## config.mk

```make
export PLATFORM = sky130hd
export DESIGN_NAME = tx_modulation_data_source
export DESIGN_NICKNAME = d
export VERILOG_FILES = /design/src/txmod_pkg.sv /design/src/tx_modulation_data_source.sv
export SDC_FILE = /design/constraint.sdc
export NUM_CORES = 1
export LEC_CHECK = 0
export BUFFER_PORTS_ARGS = -buffer_cell sky130_fd_sc_hd__buf_2
export CAP_MARGIN = 30
export CORE_ASPECT_RATIO = 1.25
export CORE_MARGIN = 2
export CORE_UTILIZATION = 55
export CTS_CLUSTER_DIAMETER = 200
export CTS_CLUSTER_SIZE = 25
export DETAILED_ROUTE_END_ITERATION = 7
export PLACE_DENSITY = 0.8
export SLEW_MARGIN = 20
export SYNTH_ARGS = -nofsm -noshare
export SYNTH_HDL_FRONTEND = slang
export SYNTH_SLANG_ARGS = --single-unit
export TNS_END_PERCENT = 50
```

## constraint.sdc

```tcl
create_clock -name CLK -period 9.2 [get_ports CLK]
set_input_delay 1.84 -clock CLK [delete_from_list [all_inputs] [get_ports CLK]]
set_output_delay 1.84 -clock CLK [all_outputs]
set_load 0.02 [all_outputs]
```

## src/txmod_pkg.sv

```systemverilog
// package: register map, field layouts and timing for the transmit data source block
package txmod_pkg;

  // register offsets
  localparam logic [6:0] OFS_STATUS  = 7'h03;
  localparam logic [6:0] OFS_MASK    = 7'h05;
  localparam logic [6:0] OFS_OPMODE  = 7'h07;
  localparam logic [6:0] OFS_RATE_HI = 7'h6e;
  localparam logic [6:0] OFS_RATE_LO = 7'h6f;
  localparam logic [6:0] OFS_MODCTL  = 7'h71;
  localparam logic [6:0] OFS_FIFO    = 7'h7f;

  // values after reset
  localparam logic [7:0] MODCTL_RST  = 8'h23;
  localparam logic [7:0] RATE_HI_RST = 8'h0a;
  localparam logic [7:0] RATE_LO_RST = 8'haa;
  localparam logic [7:0] OPMODE_RST  = 8'h00;
  localparam logic [8:0] PRBS_SEED   = 9'h1ff;

  // operating mode bit positions
  localparam int PLLON_BIT = 1;
  localparam int RXON_BIT  = 2;
  localparam int TXON_BIT  = 3;

  // status and mask bit positions
  localparam int ST_W     = 5;
  localparam int ST_SENT  = 0;
  localparam int ST_VALID = 1;
  localparam int ST_CRC   = 2;
  localparam int ST_HDR   = 3;
  localparam int ST_SYNC  = 4;

  // bit rate: rate = setting * 1 MHz / 2^16, phase step per 50 ns clock
  localparam int CLK_HZ  = 20_000_000;
  localparam int REF_HZ  = 1_000_000;
  localparam int ACC_W   = 21;
  localparam logic [ACC_W-1:0] RATE_MOD = ACC_W'((CLK_HZ / REF_HZ) * 65536);
  localparam logic [ACC_W-1:0] RATE_HALF = ACC_W'((CLK_HZ / REF_HZ) * 32768);

  typedef enum logic [1:0] {
    src_gpio = 2'b00, src_sdi = 2'b01, src_fifo = 2'b10, src_prbs = 2'b11
  } data_src_type;

  typedef enum logic [1:0] {
    clk_none = 2'b00, clk_gpio = 2'b01, clk_sdo = 2'b10, clk_irq = 2'b11
  } clk_src_type;

  typedef enum logic [1:0] {
    mod_carrier = 2'b00, mod_ook = 2'b01, mod_fsk = 2'b10, mod_gfsk = 2'b11
  } mod_kind_type;

  typedef struct packed {
    clk_src_type  clk_src;
    data_src_type data_src;
    logic         invert;
    logic         deviation_field;
    mod_kind_type mod_kind;
  } mod_ctrl_type;

  typedef struct packed {
    logic pkt_valid;
    logic crc_err;
    logic hdr_err;
    logic sync_err;
  } rx_event_type;

endpackage

```

## src/tx_modulation_data_source.sv

```systemverilog
// top: transmit modulation data source, clock source, fifo mode exit control
//
// Strobed register access was chosen for this implementation.
`timescale 1ns/1ps
// Notes on behaviour
// - data source 00 gpio pin, 10 fifo, 11 pseudorandom sequence
// - source 01 takes bits from serial input only while select is high
// - modulation control holds clock, source, invert, deviation msb, type; resets 23h
// - one access register reads receive fifo and writes transmit fifo, bursts allowed
// - fifo mode leaves transmit or receive on packet sent or valid packet
// - transmit plus tune: send whole fifo, flag sent, drop transmit, stay tuned
// - transmit alone: return to idle after packet sent
// - receive-on clears only on a valid packet, never on errors
// - crc, header, sync errors interrupt but receive continues
// - direct mode bypasses fifos, modulates each bit as it arrives
// - direct gfsk needs a transmit data clock; fsk needs only data
// - clock source 00 none, 01 gpio pin, 11 interrupt pin
// - clock source 10 drives serial output only while select is high
// - invert bit flips transmit data polarity, for test
// - pseudorandom mode makes bits internally from a nine stage generator
// - asynchronous direct mode has no clock and works with fsk only
// - type 00 carrier, 01 ook, 10 fsk, 11 gfsk
module tx_modulation_data_source #(
  parameter int DEPTH = 64
) (
  input  wire logic                  CLK,          // 20 MHz clock
  input  wire logic                  RST_N,        // async reset, active low
  input  wire logic [6:0]            ADDR,         // register address
  input  wire logic [7:0]            WDATA,        // write data
  input  wire logic                  WR,           // write strobe
  input  wire logic                  RD,           // read strobe
  output logic      [7:0]            RDATA,        // read data, cycle after RD
  input  wire logic                  GPIO_DATA,    // direct data pin
  input  wire logic                  SDI,          // serial input pin
  input  wire logic                  SEL_N,        // serial_select_n pin
  output logic                       SDO,          // serial output value
  output logic                       SDO_OE,       // serial output enable
  output logic                       GPIO_CLK,     // data clock on gpio pin
  output logic                       INT_N,        // interrupt_out_n pin
  output logic                       IRQ,          // interrupt level, active high
  input  wire logic [7:0]            RX_BYTE,      // demodulated byte
  input  wire logic                  RX_BYTE_VLD,  // byte strobe
  input  wire txmod_pkg::rx_event_type RX_EVT,     // receive packet events
  output logic                       TX_DATA,      // bit to modulator
  output logic [1:0]                 MOD_KIND,     // modulation type
  output logic                       DEV_MSB,      // deviation_field msb
  output logic                       TX_ON,        // transmitting
  output logic                       RX_ON         // receiving
);

  localparam int AW = $clog2(DEPTH);

  // pin synchronisers
  logic [2:0] pin_meta_q;
  logic [2:0] pin_q;
  always_ff @(posedge CLK or negedge RST_N) begin
    if (!RST_N) begin
      pin_meta_q <= 3'h6;
      pin_q      <= 3'h6;
    end else begin
      pin_meta_q <= {SEL_N, SDI, GPIO_DATA};
      pin_q      <= pin_meta_q;
    end
  end
  logic gpio_s;
  logic sdi_s;
  logic sel_high;
  assign gpio_s   = pin_q[0];
  assign sdi_s    = pin_q[1];
  assign sel_high = pin_q[2];

  // register file
  txmod_pkg::mod_ctrl_type mod_q;
  logic [7:0]              opm_q;
  logic [15:0]             rate_q;
  logic [txmod_pkg::ST_W-1:0] status_q;
  logic [txmod_pkg::ST_W-1:0] status_d;
  logic [txmod_pkg::ST_W-1:0] mask_q;
  logic wr_opm;
  logic pkt_sent;
  logic fifo_mode;
  assign wr_opm    = WR && ADDR == txmod_pkg::OFS_OPMODE;
  assign fifo_mode = mod_q.data_src == txmod_pkg::src_fifo;

  always_ff @(posedge CLK or negedge RST_N) begin
    if (!RST_N) begin
      mod_q  <= txmod_pkg::MODCTL_RST;
      rate_q <= {txmod_pkg::RATE_HI_RST, txmod_pkg::RATE_LO_RST};
      mask_q <= '0;
    end else if (WR) begin
      case (ADDR)
        txmod_pkg::OFS_MODCTL:  mod_q <= WDATA;
        txmod_pkg::OFS_RATE_HI: rate_q[15:8] <= WDATA;
        txmod_pkg::OFS_RATE_LO: rate_q[7:0] <= WDATA;
        txmod_pkg::OFS_MASK:    mask_q <= WDATA[txmod_pkg::ST_W-1:0];
        default: ;
      endcase
    end
  end

  // operating mode: a host write wins over the automatic exits
  always_ff @(posedge CLK or negedge RST_N) begin
    if (!RST_N) begin
      opm_q <= txmod_pkg::OPMODE_RST;
    end else if (wr_opm) begin
      opm_q <= WDATA;
    end else begin
      if (fifo_mode && pkt_sent) begin
        opm_q[txmod_pkg::TXON_BIT] <= 1'b0;
      end
      if (fifo_mode && RX_EVT.pkt_valid && opm_q[txmod_pkg::RXON_BIT]) begin
        opm_q[txmod_pkg::RXON_BIT] <= 1'b0;
      end
    end
  end

  logic tx_on;
  logic rx_on;
  assign tx_on = opm_q[txmod_pkg::TXON_BIT];
  assign rx_on = opm_q[txmod_pkg::RXON_BIT];

  // sticky status, set wins over write-one-clear
  always_comb begin
    status_d = status_q;
    if (WR && ADDR == txmod_pkg::OFS_STATUS) begin
      status_d = status_q & ~WDATA[txmod_pkg::ST_W-1:0];
    end
    if (pkt_sent) begin
      status_d[txmod_pkg::ST_SENT] = 1'b1;
    end
    if (rx_on) begin
      status_d[txmod_pkg::ST_VALID] = status_d[txmod_pkg::ST_VALID] | RX_EVT.pkt_valid;
      status_d[txmod_pkg::ST_CRC]   = status_d[txmod_pkg::ST_CRC] | RX_EVT.crc_err;
      status_d[txmod_pkg::ST_HDR]   = status_d[txmod_pkg::ST_HDR] | RX_EVT.hdr_err;
      status_d[txmod_pkg::ST_SYNC]  = status_d[txmod_pkg::ST_SYNC] | RX_EVT.sync_err;
    end
  end

  always_ff @(posedge CLK or negedge RST_N) begin
    if (!RST_N) begin
      status_q <= '0;
    end else begin
      status_q <= status_d;
    end
  end

  // transmit fifo, written through the access register
  logic [7:0]  txm [DEPTH];
  logic [AW:0] tx_wp_q;
  logic [AW:0] tx_rp_q;
  logic        tx_empty;
  logic        tx_full;
  logic        tx_pop;
  assign tx_empty = tx_wp_q == tx_rp_q;
  assign tx_full  = tx_wp_q == {~tx_rp_q[AW], tx_rp_q[AW-1:0]};

  always_ff @(posedge CLK) begin
    if (WR && ADDR == txmod_pkg::OFS_FIFO && !tx_full) begin
      txm[tx_wp_q[AW-1:0]] <= WDATA;
    end
  end

  always_ff @(posedge CLK or negedge RST_N) begin
    if (!RST_N) begin
      tx_wp_q <= '0;
      tx_rp_q <= '0;
    end else begin
      if (WR && ADDR == txmod_pkg::OFS_FIFO && !tx_full) begin
        tx_wp_q <= tx_wp_q + 1'b1;
      end
      if (tx_pop) begin
        tx_rp_q <= tx_rp_q + 1'b1;
      end
    end
  end

  // receive fifo, read through the access register
  logic [7:0]  rxm [DEPTH];
  logic [AW:0] rx_wp_q;
  logic [AW:0] rx_rp_q;
  logic        rx_empty;
  logic        rx_full;
  logic        rx_pop;
  assign rx_empty = rx_wp_q == rx_rp_q;
  assign rx_full  = rx_wp_q == {~rx_rp_q[AW], rx_rp_q[AW-1:0]};
  assign rx_pop   = RD && ADDR == txmod_pkg::OFS_FIFO && !rx_empty;

  always_ff @(posedge CLK) begin
    if (RX_BYTE_VLD && rx_on && fifo_mode && !rx_full) begin
      rxm[rx_wp_q[AW-1:0]] <= RX_BYTE;
    end
  end

  always_ff @(posedge CLK or negedge RST_N) begin
    if (!RST_N) begin
      rx_wp_q <= '0;
      rx_rp_q <= '0;
    end else begin
      if (RX_BYTE_VLD && rx_on && fifo_mode && !rx_full) begin
        rx_wp_q <= rx_wp_q + 1'b1;
      end
      if (rx_pop) begin
        rx_rp_q <= rx_rp_q + 1'b1;
      end
    end
  end

  // read port
  always_ff @(posedge CLK or negedge RST_N) begin
    if (!RST_N) begin
      RDATA <= 8'h00;
    end else if (RD) begin
      case (ADDR)
        txmod_pkg::OFS_MODCTL:  RDATA <= mod_q;
        txmod_pkg::OFS_OPMODE:  RDATA <= opm_q;
        txmod_pkg::OFS_RATE_HI: RDATA <= rate_q[15:8];
        txmod_pkg::OFS_RATE_LO: RDATA <= rate_q[7:0];
        txmod_pkg::OFS_STATUS:  RDATA <= {3'h0, status_q};
        txmod_pkg::OFS_MASK:    RDATA <= {3'h0, mask_q};
        txmod_pkg::OFS_FIFO:    RDATA <= rx_empty ? 8'h00 : rxm[rx_rp_q[AW-1:0]];
        default:                RDATA <= 8'h00;
      endcase
    end else begin
      RDATA <= 8'h00;
    end
  end

  // bit period from the rate setting, phase accumulator
  logic [txmod_pkg::ACC_W-1:0] acc_q;
  logic [txmod_pkg::ACC_W-1:0] acc_sum;
  logic                        tick;
  assign acc_sum = acc_q + txmod_pkg::ACC_W'(rate_q);
  assign tick    = tx_on && acc_sum >= txmod_pkg::RATE_MOD;

  always_ff @(posedge CLK or negedge RST_N) begin
    if (!RST_N) begin
      acc_q <= '0;
    end else if (!tx_on) begin
      acc_q <= '0;
    end else if (tick) begin
      acc_q <= acc_sum - txmod_pkg::RATE_MOD;
    end else begin
      acc_q <= acc_sum;
    end
  end

  // fifo serialiser, msb first
  logic [7:0] shift_q;
  logic [3:0] left_q;
  logic       fifo_bit_q;
  logic       fifo_bit_d;
  logic       fifo_tick;
  assign fifo_tick = tick && fifo_mode;

  // bit due from this tick on, so the modulator sees the first bit on the loading tick
  always_comb begin
    fifo_bit_d = fifo_bit_q;
    if (left_q != 4'h0) begin
      fifo_bit_d = shift_q[7];
    end else if (!tx_empty) begin
      fifo_bit_d = txm[tx_rp_q[AW-1:0]][7];
    end
  end
  assign tx_pop    = fifo_tick && left_q == 4'h0 && !tx_empty;
  assign pkt_sent  = fifo_tick && left_q == 4'h0 && tx_empty;

  always_ff @(posedge CLK or negedge RST_N) begin
    if (!RST_N) begin
      shift_q    <= 8'h00;
      left_q     <= 4'h0;
      fifo_bit_q <= 1'b0;
    end else if (fifo_tick) begin
      if (left_q != 4'h0) begin
        fifo_bit_q <= shift_q[7];
        shift_q    <= {shift_q[6:0], 1'b0};
        left_q     <= left_q - 4'h1;
      end else if (!tx_empty) begin
        fifo_bit_q <= txm[tx_rp_q[AW-1:0]][7];
        shift_q    <= {txm[tx_rp_q[AW-1:0]][6:0], 1'b0};
        left_q     <= 4'h7;
      end
    end
  end

  // pseudorandom generator
  logic [8:0] prbs_q;
  always_ff @(posedge CLK or negedge RST_N) begin
    if (!RST_N) begin
      prbs_q <= txmod_pkg::PRBS_SEED;
    end else if (tick && mod_q.data_src == txmod_pkg::src_prbs) begin
      prbs_q <= {prbs_q[7:0], prbs_q[8] ^ prbs_q[4]};
    end
  end

  // source selection
  logic direct_bit;
  logic sdi_hold_q;
  logic async_mode;
  logic src_bit;
  always_ff @(posedge CLK or negedge RST_N) begin
    if (!RST_N) begin
      sdi_hold_q <= 1'b0;
    end else if (sel_high) begin
      sdi_hold_q <= sdi_s;
    end
  end

  assign direct_bit = mod_q.data_src == txmod_pkg::src_sdi
                      ? (sel_high ? sdi_s : sdi_hold_q)
                      : gpio_s;
  assign async_mode = mod_q.clk_src == txmod_pkg::clk_none
                      && mod_q.mod_kind == txmod_pkg::mod_fsk;

  always_comb begin
    case (mod_q.data_src)
      txmod_pkg::src_gpio: src_bit = direct_bit;
      txmod_pkg::src_sdi:  src_bit = direct_bit;
      txmod_pkg::src_fifo: src_bit = fifo_bit_d;
      txmod_pkg::src_prbs: src_bit = prbs_q[8];
      default:             src_bit = 1'b0;
    endcase
  end

  // modulator bit: direct async follows the pin, direct without clock and not fsk drives 0, otherwise sampled per bit period
  logic direct_mode;
  assign direct_mode = !mod_q.data_src[1];
  always_ff @(posedge CLK or negedge RST_N) begin
    if (!RST_N) begin
      TX_DATA <= 1'b0;
    end else if (!tx_on) begin
      TX_DATA <= 1'b0;
    end else if (direct_mode && async_mode) begin
      TX_DATA <= direct_bit ^ mod_q.invert;
    end else if (direct_mode && mod_q.clk_src == txmod_pkg::clk_none) begin
      TX_DATA <= 1'b0;
    end else if (tick) begin
      TX_DATA <= src_bit ^ mod_q.invert;
    end
  end

  // transmit data clock, high in the first half of each bit period
  logic tclk;
  assign tclk = tx_on && direct_mode && acc_q < txmod_pkg::RATE_HALF;

  always_ff @(posedge CLK or negedge RST_N) begin
    if (!RST_N) begin
      GPIO_CLK <= 1'b0;
      SDO      <= 1'b0;
      SDO_OE   <= 1'b0;
      INT_N    <= 1'b1;
      IRQ      <= 1'b0;
    end else begin
      GPIO_CLK <= mod_q.clk_src == txmod_pkg::clk_gpio && tclk;
      SDO      <= tclk;
      SDO_OE   <= mod_q.clk_src == txmod_pkg::clk_sdo && sel_high;
      IRQ      <= |(status_q & mask_q);
      if (mod_q.clk_src == txmod_pkg::clk_irq) begin
        INT_N <= ~tclk;
      end else begin
        INT_N <= ~|(status_q & mask_q);
      end
    end
  end

  // status outputs
  always_ff @(posedge CLK or negedge RST_N) begin
    if (!RST_N) begin
      MOD_KIND <= 2'h0;
      DEV_MSB  <= 1'b0;
      TX_ON    <= 1'b0;
      RX_ON    <= 1'b0;
    end else begin
      MOD_KIND <= mod_q.mod_kind;
      DEV_MSB  <= mod_q.deviation_field;
      TX_ON    <= tx_on;
      RX_ON    <= rx_on;
    end
  end

endmodule // tx_modulation_data_source

```

# Word level (Yosys, flattened, before mapping)
# Memory sizes are Yosys's and may differ from the RTL's.
# Cells that the tools add are included.
totals:
  ff_bits: 139
  ram_bits: 1024
  inputBits: 35
  wordCells: 154
  memories: 2
classes:
  add_sub_neg: 7
  magnitude_cmp: 2
  n_eq_ne: 20
  n_mux: 29
  bitwise_logic: 13
  n_reduce_logical: 45
memory_table:
  columns: ["name", "depth", "width", "read_ports", "rd_ports_with_merged_regs", "write_ports", "line", "source"]
  rows:
  - ["rxm", 64, 8, 1, 0, 1, "tx_modulation_data_source.sv:178", "logic [7:0] rxm [DEPTH];"]
  - ["txm", 64, 8, 1, 0, 1, "tx_modulation_data_source.sv:148", "logic [7:0] txm [DEPTH];"]
ops:
  columns: ["operator", "n"]
  rows:
  - ["8-bit one-hot mux with 7 select lines", 1]
  - ["21-bit 2-to-1 mux", 2]
  - ["8-bit 2-to-1 mux", 4]
  - ["7-bit by 1-bit adder with 7-bit output, second input constant", 4]
  - ["7-bit == test", 4]
  - ["7-bit == test, second input constant", 4]
  - ["1-bit logical AND", 25]
  - ["21-bit by 16-bit adder with 21-bit output", 1]
  - ["21-bit >= comparator, second input constant", 1]
  - ["21-bit by 20-bit less-than comparator with 1-bit output, second input constant", 1]
  - ["21-bit subtractor, second input constant", 1]
  - ["1-bit 2-to-1 mux", 16]
  - ["7-bit by 3-bit == test with 1-bit output, second input constant", 2]
  - ["4-bit 2-to-1 mux", 3]
  - ["5-bit AND", 2]
  - ["2-bit == test, second input constant", 5]
  - ["2-bit AND reduction", 5]
  - ["7-bit by 2-bit == test with 1-bit output, second input constant", 1]
  - ["1-bit logical NOT", 6]
  - ["2-bit nonzero test", 3]
  - ["5-bit 2-to-1 mux", 1]
  - ["5-bit inverter", 1]
  - ["5-bit OR reduction", 1]
  - ["2-bit by 1-bit == test with 1-bit output, second input constant", 2]
  - ["12 further kinds", 20]

# Logic depth before layout (Yosys ltp)
logic_depth:
  word_depth: 9
  ltp_mapped: 20

# Worst setup path after synthesis
# OpenSTA, ideal clock, no wires.
synth_path:
  path_type: "register to register"
  startpoint: "register rate_q[2]"
  endpoint: "register shift_q[2]"
  setup_time_ps: 125
  arrival_time_ps: 4104
  t_required_ps: 9075
  setup_slack_ps: 4970
  stages_incl_launch_ff: 19
  n_path_buf: 1
  synth_period_minus_slack_ps: 4230
  cell_sequence: "dfrtp_1 -> ha_1 -> a21oi_1 -> a211o_1 -> a2111o_1 -> nand2_1 -> a21oi_1 -> nor3b_1 -> xnor2_1 -> ha_1 -> nand3b_1 -> nor4_1 -> nand4_1 -> nor4_2 -> a31oi_4 -> nor3_4 -> and2_4 -> buf_8 -> mux2_4"
synth_via:
  elab_chain_cells: 5
synth_lines:
  columns: ["item", "line", "source"]
  rows:
  - ["from (decl)", "tx_modulation_data_source.sv:75", "logic [15:0] rate_q;"]
  - ["from (signal assigned)", "tx_modulation_data_source.sv:88", "rate_q <= {txmod_pkg::RATE_HI_RST, txmod_pkg::RATE_LO_RST};"]
  - ["21-bit by 16-bit adder with 21-bit output", "tx_modulation_data_source.sv:232", "assign acc_sum = acc_q + txmod_pkg::ACC_W'(rate_q);"]
  - ["21-bit >= comparator", "tx_modulation_data_source.sv:233", "assign tick = tx_on && acc_sum >= txmod_pkg::RATE_MOD;"]
  - ["1-bit logical AND", "tx_modulation_data_source.sv:233", null]
  - ["1-bit logical AND", "tx_modulation_data_source.sv:253", "assign fifo_tick = tick && fifo_mode;"]
  - ["2-bit AND reduction (no source line)", null, null]
  - ["to (signal assigned)", "tx_modulation_data_source.sv:275", "shift_q <= {shift_q[6:0], 1'b0};"]
  - ["to (signal assigned)", "tx_modulation_data_source.sv:279", "shift_q <= {txm[tx_rp_q[AW-1:0]][6:0], 1'b0};"]
  - ["to (decl)", "tx_modulation_data_source.sv:248", "logic [7:0] shift_q;"]
# Every way passes these cells.
# A chain may end at the register's enable or synchronous reset.

# Final worst setup path
layout_path:
  startpoint: "input ADDR[1]"
  endpoint: "memory txm[23][1] (enable)"
layout_via:
  elab_chain_cells: 5
layout_lines:
  columns: ["item", "line", "source"]
  rows:
  - ["from (decl)", "tx_modulation_data_source.sv:28", "input wire logic [6:0] ADDR,"]
  - ["7-bit == test", "tx_modulation_data_source.sv:158", "if (WR && ADDR == txmod_pkg::OFS_FIFO && !tx_full) begin"]
  - ["1-bit logical AND (2 in a row)", "tx_modulation_data_source.sv:158", null]
  - ["1-bit 2-to-1 mux", "tx_modulation_data_source.sv:158", null]
  - ["1-bit 2-to-1 mux (not written as such)", "tx_modulation_data_source.sv:159", "txm[tx_wp_q[AW-1:0]] <= WDATA;"]
  - ["to (decl)", "tx_modulation_data_source.sv:148", null]
# Every way passes these cells.

==> summary.md <==
| Metric | Value |
|---|---|
| Status | `finished clean` |
| Flop pwr share | `66.8%` |
| Fin Setup TNS | `0 ns` |
| Drc violations | `0` |
| Critical Path AT | `5.32 ns` |
| First-pass GRT wire length | `150 mm` |
| Mapped Cells | `2,279` |
| Initial Util | `55.3%` |
| Register area share after synthesis | `73.5%` |
| Max-Cap Viols | `0` |
| Syn. warnings | `0` |
| Root Buffer | `clkbuf_16` |
| Clock buffer count from CTS | `52` |
| Routed WL | `100 mm` |
| Hold Crit Class | `flip-flop to flip-flop` |
| Fin crit share | `54.6%` |
| Met1 wire length | `35.9 mm` |
| Ys flop type | `edfxtp_1` |
| Synthesized Nets | `2,338` |
| Setup Fix Bufs, Post-CTS | `0` |
| Number of port buffers | `53` |
| # clock sinks | `1,162` |
| Post-detail-place hpwl | `63.9 mm` |
| DRT antenna net count | `0` |
| Fin cells | `3,442` |
| Hold path startpoint | `pin_meta_q[0]` |
| RSZ-0062 raised after global routing | `no` |
| H-tree depth | `2` |
| Count of pins over their slew limit | `0` |
| Clock power frac | `30.5%` |
| Met3 wire length | `7.31 mm` |
| Placed cells | `3,341` |
| Worst VDD drop | `0.000237 V` |
| Met2 wire length | `51.8 mm` |
| Async S/R FF share, synth | `11.9%` |
| Critical R2R Launch | `rate_q[2]` |
| Row cnt | `119` |
| Post-CTS sizing | `0` |
| Max layer used | `met5` |
| Initial antenna violation count | `3` |
| Comb power frac | `2.7%` |
| Internal power | `6.94 mW` |
| Final Critical Period | `5.02 ns` |
| Via count | `22,500` |
| Post-synth EDFFs | `1,024` |
| Synth Area per Inst | `20.4 µm²` |
| CTS Buffer Depth | `3` |
| Drt pass-1 iters | `8` |
| Worst Path Required | `9.49 ns` |
| Nets | `2,368` |
| Setup crit end kind | `flip-flop` |
| Power Dens Cells | `175 mW/mm²` |
| Pin count of the biggest net entering global routing | `75` |
| P_leak | `15.5 nW` |
| Share of layout cells above drive strength 1 | `25.0%` |
| I/O pin count | `54` |
| Chip width | `264 µm` |
| Initial DRC count | `2,513` |
| Fmax | `0.199 GHz` |
| CTS clock-pin slew for the worst setup and hold paths | `0.09 ns` |
| Switching Share | `20.1%` |
| Vias in the first global route | `23,100` |
| Unique masters post-synth | `77` |
| Core footprint | `0.0841 mm²` |
| GRT Residual Overflow | `0` |
| Antenna Cells | `0` |
| Crit Path Class | `input pin to flip-flop` |
| DIE HEIGHT | `329 µm` |
| Worst slew margin | `34.5%` |
| Worst-margin pin slew | `0.982 ns` |
| Area grow syn2layout | `6.68%` |
| Startpoint Class | `input pin` |
| Netlist Area Pre-Place | `0.0466 mm²` |
| Switching power | `1.75 mW` |
| Clk_lat worst skew | `0.66 ns` |
| Yosys reg bits | `1,162` |
| Global Route Usage Sum | `23.4%` |
| # hold bufs at CTS | `0` |
| Crit path launch | `ADDR[1]` |
| # setup viols final | `0` |
| Die area | `0.0870 mm²` |
| GPL Wtd Cong | `0.908` |
| Worst-path maximum fanout | `14` |
| Via-to-Cell Ratio | `6.52` |
| Final Hold Viols | `0` |
| Worst Clk Skew | `0.0240 ns` |
| Wirelength per Cell | `29.2 µm` |
| CTS tree | `yes` |
layer usage:
layer,GRT usage (%),vias up
met2,40.3,1158
met5,0,-
met3,3.21,243
met1,29.8,11700
met4,10.9,4
li1,-,9297
kinds of logic (layout without fill, tap and decap cells):
| logic type | Yosys count | after routing | share of synthesized area, % |
|---|---|---|---|
| compound gates | 117 | 117 | 1.82 |
| simple gates | 380 | 380 | 3.83 |
| buf+inv | 131 | 205 | 1.20 |
| fa+ha+maj | 24 | 24 | 0.661 |
| flops | 1162 | 1162 | 73.5 |
| mux | 405 | 405 | 17.8 |
| xor+xnor | 60 | 60 | 1.14 |
power groups by stage:
stage | registers, mW | logic, mW | clock network (mW)
3_3_place_gp | 5.92 | 0.214 | 0
5_1_grt | 5.81 | 0.254 | 2.84
3_5_place_dp | 5.92 | 0.231 | 0
2_1_floorplan | 5.91 | 0.0839 | 0
4_1_cts | 5.80 | 0.232 | 2.68
6_report | 5.81 | 0.234 | 2.65
final timing paths:
path / cells after the start / to / slack (ns)
max: 8 / txm[23][1] / 4.18
min: 0 / pin_q[0] / 0.36
max reg2reg: 17 / shift_q[7] / 4.18
min reg2reg: 0 / pin_q[0] / 0.36
max in group asynchronous: 3 / tx_rp_q[0] / 6.93
min in group asynchronous: 1 / TX_ON / 1.16
worst max-delay path, cell delays in order:
cell and delay, ns:
buf_2 0.29, nand3_1 0.20, nor3_1 0.69, o2111ai_1 0.46, inv_1 0.21, and2_1 0.24, nand3_1 0.61, nor2_1 0.78
cell type report:
cell class / count / area (µm²)
sequential: 1162 / 34300
inverter: 15 / 56.3
timing repair buffer: 92 / 712
tap: 1089 / 1360
clock inverter: 3 / 33.8
clock buffer: 95 / 1480
fill: 5739 / 34500
multi-input combinational: 986 / 11800
synth_stat cells, drive strengths merged, types with 23 or more instances:
cell | count | area share (%)
edfxtp | 1024 | 66
nand3 | 30 | 0.32
mux4 | 327 | 16
o21ai | 23 | 0.25
dfstp | 23 | 1.3
mux2 | 63 | 1.6
dfrtp | 115 | 6.2
nand2 | 82 | 0.66
nor2 | 167 | 1.4
xnor2 | 40 | 0.77
clkbuf | 58 | 0.47
buf | 58 | 0.61
ha | 23 | 0.62
registers in the layout (all words and copies together) (netlist names), 2 cells and up:
signal      cells
mod_q           8
tx_wp_q         7
left_q          4
opm_q           8
MOD_KIND        2
rx_wp_q         7
acc_q          21
prbs_q          9
rate_q         16
mask_q          5
RDATA           8
status_q        5
pin_q           3
txm           512
shift_q         7
rx_rp_q         7
pin_meta_q      3
rxm           512
tx_rp_q         7
stage by stage:
step	util [%]	total power, mW	area [µm²]	hold WS, ns	setup slack [ns]
2_1_floorplan	-	5.99	46600	0.331	4.97
3_3_place_gp	57.0	6.14	47900	0.333	3.76
4_1_cts	59.0	8.72	49600	0.358	4.20
5_1_grt	59.0	8.90	49700	0.361	3.99
3_5_place_dp	57.2	6.15	48100	0.336	3.59
6_report	59.0	8.69	49700	0.357	4.18
layout by cell type, fill, tap and decap left out, types with 23 or more instances in the layout:
cell type | netlist | routed
edfxtp_1 | 1024 | 1024
buf_4 | 8 | 32
nand3_1 | 30 | 30
clkbuf_1 | 58 | 42
dfrtp_1 | 115 | 108
xnor2_1 | 39 | 39
buf_2 | 14 | 49
nand2_1 | 82 | 82
mux2_2 | 47 | 47
nor2_1 | 166 | 166
dfstp_2 | 23 | 23
mux4_2 | 327 | 327
ha_1 | 23 | 23
clkbuf_16 | 0 | 53
Note: power is estimated with default switching activity, not from simulation.
